File: config.mk
export PLATFORM = sky130hd
export DESIGN_NAME = dmpi_pin_interface
export DESIGN_NICKNAME = d
export VERILOG_FILES = /design/src/hdl/dmpi_pkg.sv /design/src/hdl/dmpi_strap_capture.sv /design/src/hdl/dmpi_pin_interface.sv
export SDC_FILE = /design/constraint.sdc
export NUM_CORES = 1
export LEC_CHECK = 0
export ABC_AREA = 1
export BUFFER_PORTS_ARGS = -buffer_cell sky130_fd_sc_hd__buf_2
export CORE_AREA = 2 2 186 188
export CTS_BUF_LIST = sky130_fd_sc_hd__clkbuf_16
export DETAILED_ROUTE_END_ITERATION = 8
export DIE_AREA = 0 0 188 190
export GPL_TIMING_DRIVEN = 0
export PLACE_DENSITY = 0.53
export SLEW_MARGIN = 10
export SYNTH_ARGS = -nofsm -noshare
export SYNTH_HDL_FRONTEND = slang
export SYNTH_SLANG_ARGS = --single-unit
File: constraint.sdc
create_clock -name clk_sys -period 8.9 [get_ports clk_sys]
set_clock_uncertainty 0.2 [all_clocks]
set_input_delay 1.78 -clock clk_sys [delete_from_list [all_inputs] [get_ports clk_sys]]
set_output_delay 1.78 -clock clk_sys [all_outputs]
set_load 0.02 [all_outputs]
File: src/hdl/dmpi_pkg.sv
// Constants for the display memory pin interface.
// Assumes a single 200 MHz system clock and an active-high asynchronous reset.
package dmpi_pkg;
   // Bus widths
   localparam int ADDR_W = 9;
   localparam int DATA_W = 64;
   localparam int STRAP_W = 29;
   localparam int GDB_W = 24;
   localparam int CAS_W = 8;
   localparam int CFG_W = 8;
   // Configuration bit positions
   localparam int SEQA_RAS1_BIT = 6;
   localparam int MCFG_OE1_OFF_BIT = 2;
   localparam int FCC_ENABLE_BIT = 0;
   // Strobe idle level (all memory strobes are active low)
   localparam logic STROBE_IDLE = 1'h1;
   localparam logic [CAS_W-1:0] CAS_IDLE = 8'hff;
   // Strap settling window after reset release
   localparam int CLK_PERIOD_PS = 5000;
   localparam int STRAP_SETTLE_NS = 50;
   localparam int STRAP_CYCLES = (STRAP_SETTLE_NS * 1000 + CLK_PERIOD_PS - 1) / CLK_PERIOD_PS;
   localparam int STRAP_CNT_W = 8;
endpackage

File: src/hdl/dmpi_strap_capture.sv
// Strap capture: samples the low pixel data lines once after reset release.
// Assumes the pixel data pins are undriven by the device until capture completes.
module dmpi_strap_capture #(
   parameter int STRAP_WIDTH = dmpi_pkg::STRAP_W,
   parameter int SETTLE_CYCLES = dmpi_pkg::STRAP_CYCLES
) (
   input wire logic clk_sys,
   input wire logic rst,
   input wire logic [STRAP_WIDTH-1:0] strap_pins,
   output logic [STRAP_WIDTH-1:0] straps,
   output logic strap_done
);
   localparam int CNT_W = dmpi_pkg::STRAP_CNT_W;
   logic [CNT_W-1:0] settle_count;
   logic settle_end;

   // Pull-ups and pull-downs need time to settle after reset drops
   assign settle_end = (settle_count == CNT_W'(SETTLE_CYCLES - 1));

   // Settle counter stops at SETTLE_CYCLES - 1, the cycle before straps are taken
   always_ff @(posedge clk_sys or posedge rst) begin
      if (rst) begin
         settle_count <= '0;
      end else if (!strap_done && !settle_end) begin
         settle_count <= settle_count + 1'b1;
      end
   end

   // Clocked capture after release, never inside the reset branch
   always_ff @(posedge clk_sys or posedge rst) begin
      if (rst) begin
         straps <= '0;
         strap_done <= 1'b0;
      end else if (!strap_done && settle_end) begin
         straps <= strap_pins;
         strap_done <= 1'b1;
      end
   end
endmodule

File: src/hdl/dmpi_pin_interface.sv
// Display memory pin interface: address mux, pixel data pins, strobes, shared pin.
// Assumes a memory sequencer drives row/column, data and raw strobes synchronously.
// Functional notes
// - Row and column addresses time-multiplexed on nine address outputs.
// - 64-line pixel data bus driven on writes, received on reads.
// - Low 29 pixel data lines sampled as configuration straps after reset.
// - Eight separate column strobes driven to memory.
// - PCI host: second row strobe on shared pin only if sequencer bit 6.
// - Second output enable on shared pin when memory config bit 2 clear.
// - Feature connector disabled: second output enable copies the first.
// - VL host with peripheral port: second output enable unavailable.
module dmpi_pin_interface #(
   parameter int ADDR_WIDTH = dmpi_pkg::ADDR_W,
   parameter int DATA_WIDTH = dmpi_pkg::DATA_W,
   parameter int GDB_WIDTH = dmpi_pkg::GDB_W,
   parameter int CAS_WIDTH = dmpi_pkg::CAS_W
) (
   input wire logic clk_sys,
   input wire logic rst,
   // Sequencer side
   input wire logic [ADDR_WIDTH-1:0] row_address,
   input wire logic [ADDR_WIDTH-1:0] col_address,
   input wire logic col_select,
   input wire logic [DATA_WIDTH-1:0] write_data,
   input wire logic write_drive,
   output logic [DATA_WIDTH-1:0] read_data,
   input wire logic [1:0] ras_n_int,
   input wire logic [CAS_WIDTH-1:0] cas_n_int,
   input wire logic we_n_int,
   input wire logic [1:0] oe_n_int,
   // General data bus side
   input wire logic gdb_select,
   input wire logic [GDB_WIDTH-1:0] gdb_write,
   input wire logic gdb_drive,
   output logic [GDB_WIDTH-1:0] gdb_read,
   // Configuration
   input wire logic [dmpi_pkg::CFG_W-1:0] sequencer_control_a,
   input wire logic [dmpi_pkg::CFG_W-1:0] feature_conn_control,
   input wire logic [dmpi_pkg::CFG_W-1:0] memory_config_reg,
   input wire logic host_is_pci,
   input wire logic local_peripheral_port,
   output logic [dmpi_pkg::STRAP_W-1:0] straps,
   output logic strap_done,
   output logic shared_conflict,
   output logic ras1_active,
   // Memory pins
   output logic [ADDR_WIDTH-1:0] dram_mux_address,
   input wire logic [DATA_WIDTH-1:0] pixel_data_bus_in,
   output logic [DATA_WIDTH-1:0] pixel_data_bus_out,
   output logic [DATA_WIDTH-1:0] pixel_data_bus_oe,
   output logic ras0_n,
   output logic [CAS_WIDTH-1:0] cas_n,
   output logic we_n,
   output logic oe0_n,
   output logic shared_pin_n,
   output logic shared_pin_oe
);
   logic [DATA_WIDTH-1:0] next_pd_out;
   logic [DATA_WIDTH-1:0] next_pd_oe;
   logic ras1_allow;
   logic oe1_allow;
   logic oe1_value;

   // Straps are read from the pins before the device ever drives them
   dmpi_strap_capture #(
      .STRAP_WIDTH(dmpi_pkg::STRAP_W),
      .SETTLE_CYCLES(dmpi_pkg::STRAP_CYCLES)
   ) u_strap (
      .clk_sys(clk_sys),
      .rst(rst),
      .strap_pins(pixel_data_bus_in[dmpi_pkg::STRAP_W-1:0]),
      .straps(straps),
      .strap_done(strap_done)
   );

   // Address mux, registered so row and column never glitch on the pins
   always_ff @(posedge clk_sys or posedge rst) begin
      if (rst) begin
         dram_mux_address <= '0;
      end else begin
         dram_mux_address <= col_select ? col_address : row_address;
      end
   end

   // Per-pin source and drive; low pins carry the general bus when selected
   for (genvar i = 0; i < DATA_WIDTH; i++) begin : g_pd
      if (i < GDB_WIDTH) begin : g_shared
         assign next_pd_out[i] = gdb_select ? gdb_write[i] : write_data[i];
         assign next_pd_oe[i] = strap_done & (gdb_select ? gdb_drive : write_drive);
      end else begin : g_mem
         assign next_pd_out[i] = write_data[i];
         assign next_pd_oe[i] = strap_done & write_drive & ~gdb_select;
      end
   end

   // Pixel data drive; enables stay off until straps are taken
   always_ff @(posedge clk_sys or posedge rst) begin
      if (rst) begin
         pixel_data_bus_out <= '0;
         pixel_data_bus_oe <= '0;
      end else begin
         pixel_data_bus_out <= next_pd_out;
         pixel_data_bus_oe <= next_pd_oe;
      end
   end

   // Read capture from the pins
   always_ff @(posedge clk_sys or posedge rst) begin
      if (rst) begin
         read_data <= '0;
         gdb_read <= '0;
      end else begin
         read_data <= pixel_data_bus_in;
         gdb_read <= pixel_data_bus_in[GDB_WIDTH-1:0];
      end
   end

   // Dedicated strobes; held idle during the strap window
   always_ff @(posedge clk_sys or posedge rst) begin
      if (rst) begin
         ras0_n <= dmpi_pkg::STROBE_IDLE;
         cas_n <= dmpi_pkg::CAS_IDLE;
         we_n <= dmpi_pkg::STROBE_IDLE;
         oe0_n <= dmpi_pkg::STROBE_IDLE;
      end else if (!strap_done) begin
         ras0_n <= dmpi_pkg::STROBE_IDLE;
         cas_n <= dmpi_pkg::CAS_IDLE;
         we_n <= dmpi_pkg::STROBE_IDLE;
         oe0_n <= dmpi_pkg::STROBE_IDLE;
      end else begin
         ras0_n <= ras_n_int[0];
         cas_n <= cas_n_int;
         we_n <= we_n_int;
         oe0_n <= oe_n_int[0];
      end
   end

   // Shared pin function select; row strobe wins so a bad setup never fights
   assign ras1_allow = host_is_pci & sequencer_control_a[dmpi_pkg::SEQA_RAS1_BIT];
   assign oe1_allow = ~memory_config_reg[dmpi_pkg::MCFG_OE1_OFF_BIT]
      & ~(~host_is_pci & local_peripheral_port)
      & ~ras1_allow;
   assign oe1_value = feature_conn_control[dmpi_pkg::FCC_ENABLE_BIT] ? oe_n_int[1] : oe_n_int[0];

   // Shared pin drive, one function at a time
   always_ff @(posedge clk_sys or posedge rst) begin
      if (rst) begin
         shared_pin_n <= dmpi_pkg::STROBE_IDLE;
         shared_pin_oe <= 1'b0;
         ras1_active <= 1'b0;
      end else begin
         shared_pin_oe <= strap_done & (ras1_allow | oe1_allow);
         ras1_active <= ras1_allow;
         if (!strap_done) begin
            shared_pin_n <= dmpi_pkg::STROBE_IDLE;
         end else if (ras1_allow) begin
            shared_pin_n <= ras_n_int[1];
         end else begin
            shared_pin_n <= oe1_value;
         end
      end
   end

   // Flags a setup that asks for both shared functions at once
   always_ff @(posedge clk_sys or posedge rst) begin
      if (rst) begin
         shared_conflict <= 1'b0;
      end else begin
         shared_conflict <= ras1_allow & ~memory_config_reg[dmpi_pkg::MCFG_OE1_OFF_BIT];
      end
   end
endmodule

; Word level (Yosys, flattened, before mapping)
; Index checks and enable logic that the tools add are counted.
; Widths: inputs -> output; s select.
[word_totals]
latchBits = 0
ff_bits = 239
romBits = 0
mem_bits_rw = 0
input_bits = 215
mem_count = 0
[op_classes]
n_mux = 33
n_mul = 0
n_div = 0
eq_ne = 1
n_reduce_logical = 4
add_sub_neg = 1
bitwise = 15
order_cmp = 0
n_shift = 0
[ops]
columns = cell, count
row1 = $mux 1, 31
row2 = $and 1x1->1, 9
row3 = $mux 9, 1
row4 = $add 8x1->8 const B, 1
row5 = $eq 8x4->1 const B, 1
row6 = $mux 8, 1
row7 = $not 1->1, 5
row8 = $logic_and 1x1->1, 2
row9 = $logic_not 1->1, 2
row10 = $or 1x1->1, 1

; Depth between registers and ports, before layout
; Gate-level depths: netlist (run 1).
[logic_depth]
ltp_word = 7
ltp_mapped = 9
mapped_depth_nobuf = 7

; Hierarchy
; Synthesis (run 1) repeated with hierarchy kept, for this count alone.
[unflattened]
hier_cells = 582
hier_area_um2 = 6830.3
[by_module_without_submodules]
columns = module, seq_area_each_um2, n_inst, area_each_um2, cells_each
row1 = dmpi_pin_interface, 3868.7, 1, 5141.2, 383
row2 = dmpi_strap_capture, 950.9, 1, 1689.1, 199

; Worst setup path after synthesis (run 1)
; No wires, ideal clock.
[synth_timing]
kind = register to output
startpoint = register pixel_data_bus_oe[24] (netlist name)
endpoint = output port pixel_data_bus_oe[25]
setup_slack_ps = 5645
required_time_ps = 6920
arrival_time_ps = 1275
stages_incl_launch_ff = 2
cell_sequence = dfrtp_1 buf_4
[synth_lines]
columns = element, line
row1 = end: declaration, dmpi_pin_interface.sv:50  ; output logic [DATA_WIDTH-1:0] pixel_data_bus_oe,

==> metrics.csv, run 1 <==
stage;metric;value;unit
status;status;complete, no violations;
clock_network;CTS sink cnt;192;
final_layout;commonest non-fill, non-tap cell in the layout;buf_2;
setup_path;Bufs and invs on worst path;2;
die;chip height;190;µm
yosys;Post-Syn Area per Cell;12.2;µm²
route;DR vias;5377;
sta;Pins Over Slew Limit;0;
global_routing;first-pass GRT wire length;31.7;mm
clock_network;Root Buffer;clkbuf_16;
yosys;Post-Syn Area;6750;µm²
setup_path;cell family with most CP delay;flip-flops;
global_routing;antenna violations before repair;2;
min_path;HP Class;flop to flop;
sta;Hold Violations, Final;0;
setup_path;Crit-path slowest cell;dfrtp_1;
sta;fin crit share;40.3;%
setup_path;Worst Path Arrival;1610;ps
clock_network;clock latency on the worst-skew pair;440;ps
clock_network;setup bufs post-CTS;0;
global_routing;M3 GR Usage;3.67;%
sta;fmax;0.279;GHz
yosys;post-synthesis cell count;555;
final_layout;fillers;3562;
power_and_ir_drop;Design Power;2.03;mW
die;Die ar.;35700;µm²
sta;Final Critical Period;3590;ps
clock_network;clock slew at reported path FFs;70;ps
global_routing;total grt overflow;0;
yosys;yosys warns;0;
global_routing;routing usage on met2;20.7;%
clock_network;Max clock buf depth;2;
sta;Worst-Margin Slew;711;ps
yosys;post-synth cell types;24;
route;drt via density;3.57;
setup_path;critical-path cell list;buf_4 -> buf_2;
clock_network;CTS tree;done;
final_layout;commonest non-fill, non-tap cells in the layout;465 x buf_2, 179 x dfrtp_1, 171 x nand2_1;
power_and_ir_drop;maximum resistive drop on vdd;0.000117;V
power_and_ir_drop;P per Cell Area;198;nW/µm²
setup_path;CP Class;flop to output port;
die;chip width;188;µm
route;WL per Instance;14.6;µm
global_routing;Tot GR Track Use;12.0;%
setup_path;max incr delay on CP;800;ps
die;starting density of the core;19.9;%
placement;hpwl dp;17.2;mm
global_routing;largest net degree at the start of global routing;106;
die;Core Rows;68;
setup_path;WP data required;6920;ps
setup_path;CP max FO;24;
placement;DP Area;9660;µm²
route;DRC;0;
final_layout;area grow syn2layout;52.4;%
route;Post-DRT Antenna Nets;0;
placement;port buffer count;461;
clock_network;post_cts resized;0;
yosys;#FFs+latches synth;192;
global_routing;met1 Track Usage GR;14.4;%
route;iteration-0 DRC count of the detailed router;205;
route;Total Wirelength;21.9;mm
final_layout;layout cells sized above 1;59.7;%
placement;GP Congestion;0.793;
power_and_ir_drop;P_leak;5.65;nW
yosys;area share of the largest cell type after synthesis;66.8;%
route;drt pass-1 iters;4;
sta;worst rel slew slack;52.6;%
job;Max Cap Viol;0;
die;core area;33900;µm²
clock_network;TritonCTS buffer count;17;
sta;RSZ-0062 raised after global routing;false;
clock_network;H-Tree Depth;4;
final_layout;final instance area;10300;µm²
yosys;sequential area share after synthesis;71.4;%
clock_network;cts hold-fix bufs;0;
setup_path;crit end category;output port;
final_layout;fin nets;1253;
die;io pins;485;
yosys;post-synth net total;772;
sta;final setup vio count;0;
yosys;dominant cell type by area after synthesis;dfrtp_1;
yosys;ranking of synthesized cells by area;dfrtp_1 67%, buf_4 9.7%, nand2_1 9.5%;
global_routing;vias in the first global route;5170;
global_routing;Top Usage Layer GRT;met2;
setup_path;Worst Setup Start Kind;flop;
## layer usage
layer | vias to the layer above | routed length, µm | part of all wire (%)
li1 | 2593 | - | -
met1 | 2564 | 8990 | 41
met2 | 202 | 11300 | 52
met3 | 16 | 1300 | 5.9
met4 | 2 | 268 | 1.2
met5 | - | 13 | 0.059
## worst paths after layout
check	slack (ps)	endpoint	cells past startpoint	start
worst max-delay path	5310	pixel_data_bus_oe[12]	2	pixel_data_bus_oe[23]
worst min-delay path	270	u_strap.straps[25]	2	u_strap.straps[25]
worst max register to register	6990	cas_n[1]	3	u_strap.strap_done
worst min register to register	270	u_strap.straps[25]	2	u_strap.straps[25]
max in group asynchronous	6350	cas_n[1]	3	rst
min in group asynchronous	1210	pixel_data_bus_out[61]	2	rst
## final cells by class
class	count	area, µm²	share of cell area, %
clock buffers	17	425	4.14
clock inverters	15	198	1.92
repair buffers	462	2330	22.7
multi-input cells	248	1140	11.1
inverters	13	56.3	0.547
diodes	1	2.50	0.0243
well taps	455	569	5.54
flip-flops and latches	192	4820	46.9
plain buffers	102	737	7.17
## cell families (layout without fill, tap and decap cells)
group                      after synthesis  in the layout  share of synthesized area, %
DFF                                    192            192                          71.4
muxes                                    9              9                          1.50
and+or+nand+nor                        227            227                          14.0
adders and majority gates                2              2                         0.371
xor gates and xnor gates                 3              3                         0.390
other                                    0              1                             0
AOI/OAI and AO/OA                        7              7                         0.612
buffers and inverters                  115            609                          11.6
## per-stage QoR
| stage | instances | util (%) | setup TNS (ps) | hold WS (ps) | worst slack (ps) |
|---|---|---|---|---|---|
| floorplan | 555 | - | 0 | 293 | 1710 |
| global placement | 1471 | 28.3 | -117500 | 250 | -683 |
| detailed placement | 1472 | 28.4 | 0 | 254 | 5390 |
| CTS | 1504 | 30.3 | 0 | 273 | 4890 |
| global route | 1505 | 30.3 | 0 | 292 | 5180 |
| finish | 1505 | 30.3 | 0 | 268 | 5310 |
## Yosys cell counts
cell type,instances
ha_1,2
or2_2,11
clkinv_1,1
nand2_2,1
o21ai_0,3
dfstp_2,12
o211ai_1,1
o21ai_2,1
nand3b_4,1
xor2_1,2
buf_4,87
inv_1,11
nor2_1,9
nand3_1,33
buf_6,3
nand2_1,171
inv_2,1
dfrtp_1,180
xnor2_1,1
mux2_2,9
nor2_4,1
clkbuf_1,8
a21oi_1,2
buf_2,4
## where the power goes
group | switching [mW] | leakage (nW) | internal (mW)
combinational | 0.175 | 3.11 | 0.116
sequential | 0.0201 | 2.24 | 0.920
clock | 0.372 | 0.297 | 0.430
total | 0.567 | 5.65 | 1.47
## flip-flops by register name, summed over array words and instances (netlist names), 2 cells and up
name                  cells
dram_mux_address          9
pixel_data_bus_out       64
u_strap.settle_count      8
cas_n                     8
pixel_data_bus_oe         2
read_data                41
gdb_read                 23
u_strap.straps           29
## tightest hold or removal path, stage by stage, from the launching register on
cell	delay, ps
dfrtp_1	340
nand2_1	50
nand2_1	40
(Power assumes the default switching activity.)
==> inputs of run 2 (changes only) <==
==> constraint.sdc (replaced) <==
create_clock -name clk_sys -period 3.4 [get_ports clk_sys]
set_clock_uncertainty 0.2 [all_clocks]
set_input_delay 0.68 -clock clk_sys [delete_from_list [all_inputs] [get_ports clk_sys]]
set_output_delay 0.68 -clock clk_sys [all_outputs]
set_load 0.02 [all_outputs]
==> metrics.csv, run 2 (synthesis results as in run 1) <==
stage;metric;value;unit
setup_path;critical-path cell list;buf_4 -> buf_2;
job;Max Cap Viol;0;
final_layout;Final Core Density;30.3;%
clock_network;TritonCTS buffer count;17;
global_routing;largest net degree at the start of global routing;41;
final_layout;Largest regs;pixel_data_bus_out (64), read_data (41), u_strap.straps (29);
die;starting density of the core;19.9;%
setup_path;Worst R2R Start;u_strap.strap_done;
setup_path;CP Class;flop to output port;
setup_path;CP endpoint;pixel_data_bus_oe[28];
final_layout;commonest non-fill, non-tap cells in the layout;465 x buf_2, 179 x dfrtp_1, 171 x nand2_1;
setup_path;Worst Setup Start Kind;flop;
setup_path;CP startpoint;pixel_data_bus_oe[24];
route;Total Wirelength;22.6;mm
global_routing;vias in the first global route;5316;
placement;port buffer count;461;
status;status;complete, no violations;
setup_path;Crit-path slowest cell;dfrtp_2;
sta;worst rel slew slack;57.1;%
clock_network;clock latency on the worst-skew pair;430;ps
sta;Pins Over Slew Limit;0;
final_layout;Biggest register;pixel_data_bus_out;
route;DRC;0;
setup_path;Worst path depth;2;
final_layout;fin nets;1259;
sta;fin crit share;72.7;%
clock_network;clock slew at reported path FFs;80;ps
global_routing;first-pass GRT wire length;32.7;mm
die;Core Rows;68;
power_and_ir_drop;P_leak;5.66;nW
global_routing;total grt overflow;0;
die;core area;33900;µm²
route;DR vias;5440;
clock_network;setup bufs post-CTS;0;
min_path;HP Class;input pin to flop;
final_layout;commonest non-fill, non-tap cell in the layout;buf_2;
die;io pins;485;
final_layout;area grow syn2layout;52.5;%
setup_path;max incr delay on CP;780;ps
sta;RSZ-0062 raised after global routing;false;
sta;worst setup margin;928;ps
die;chip width;188;µm
clock_network;post_cts resized;0;
setup_path;Worst Path Arrival;1590;ps
sta;Final Critical Period;2470;ps
setup_path;crit end category;output port;
route;iteration-0 DRC count of the detailed router;151;
setup_path;WP data required;2520;ps
sta;fmax;0.405;GHz
clock_network;CTS sink cnt;192;
clock_network;CTS tree;done;
global_routing;antenna violations before repair;2;
route;drt pass-1 iters;4;
power_and_ir_drop;Design Power;5.09;mW
placement;hpwl dp;18.1;mm
clock_network;Root Buffer;clkbuf_16;
route;WL per Instance;14.9;µm
min_path;Hold Path Stages;1;
sta;Worst-Margin Slew;644;ps
power_and_ir_drop;maximum resistive drop on vdd;0.000300;V
route;Post-DRT Antenna Nets;0;
die;chip height;190;µm
setup_path;CP max FO;40;
setup_path;R2R Setup Slk;1460;ps
setup_path;cell family with most CP delay;flip-flops;
placement;Placement Setup Slack;991;ps
setup_path;Reg2Reg Depth;3;
sta;final setup vio count;0;
die;Die ar.;35700;µm²
route;drt via density;3.60;
sta;Hold Violations, Final;0;
setup_path;Bufs and invs on worst path;2;
clock_network;Max clock buf depth;2;
setup_path;end of the worst register-to-register path;cas_n[0];
placement;GP Congestion;0.768;
final_layout;Largest register FFs;64;
clock_network;H-Tree Depth;4;
power_and_ir_drop;P per Cell Area;494;nW/µm²
final_layout;layout cells sized above 1;59.4;%
global_routing;Tot GR Track Use;12.5;%
## run 2: worst min-delay path by stage
stage,startpoint,end
2_1_floorplan,u_strap.settle_count[7],u_strap.settle_count[7]
3_3_place_gp,u_strap.straps[15],u_strap.straps[15]
3_5_place_dp,u_strap.straps[25],u_strap.straps[25]
4_1_cts,write_data[43],pixel_data_bus_out[43]
5_1_grt,write_data[47],pixel_data_bus_out[47]
6_report,write_data[43],pixel_data_bus_out[43]
## run 2: final cells by class
cell class / count / area [µm²]
fillers: 3517 / 23700
flip-flops and latches: 192 / 4820
repair buffers: 468 / 2440
multi-input cells: 248 / 1140
plain buffers: 102 / 737
well taps: 455 / 569
clock buffers: 17 / 425
clock inverters: 15 / 104
inverters: 13 / 52.6
diodes: 1 / 2.50
## run 2: power breakdown
group          internal [mW]  leakage (nW)  switching, mW  total (mW)
sequential              2.41          2.24         0.0499        2.46
combinational          0.315          3.15          0.461       0.777
clock                  0.936         0.269          0.915        1.85
total                   3.66          5.66           1.43        5.09
## run 2: stage by stage
stage / setup TNS [ps] / cell area, µm² / hold WS (ps) / cells
6_report: 0 / 10300 / 136 / 1511
5_1_grt: 0 / 10300 / 101 / 1510
4_1_cts: 0 / 10300 / 99.6 / 1510
3_5_place_dp: 0 / 9750 / 254 / 1477
3_3_place_gp: -235240 / 9630 / 250 / 1471
2_1_floorplan: 0 / 6750 / 293 / 555
## run 2: timing repair
action                                  CTS  global route
hold buffers                              1             0
endpoints found under the setup margin    0             0
endpoints found under the hold margin    11             0
## run 2: layer usage
layer	vias to the layer above	GRT usage, %	routed length [µm]
met5	-	0	13
met4	2	4.27	255
met3	18	3.56	1260
met2	204	21.6	11900
met1	2608	14.8	9200
li1	2608	-	-
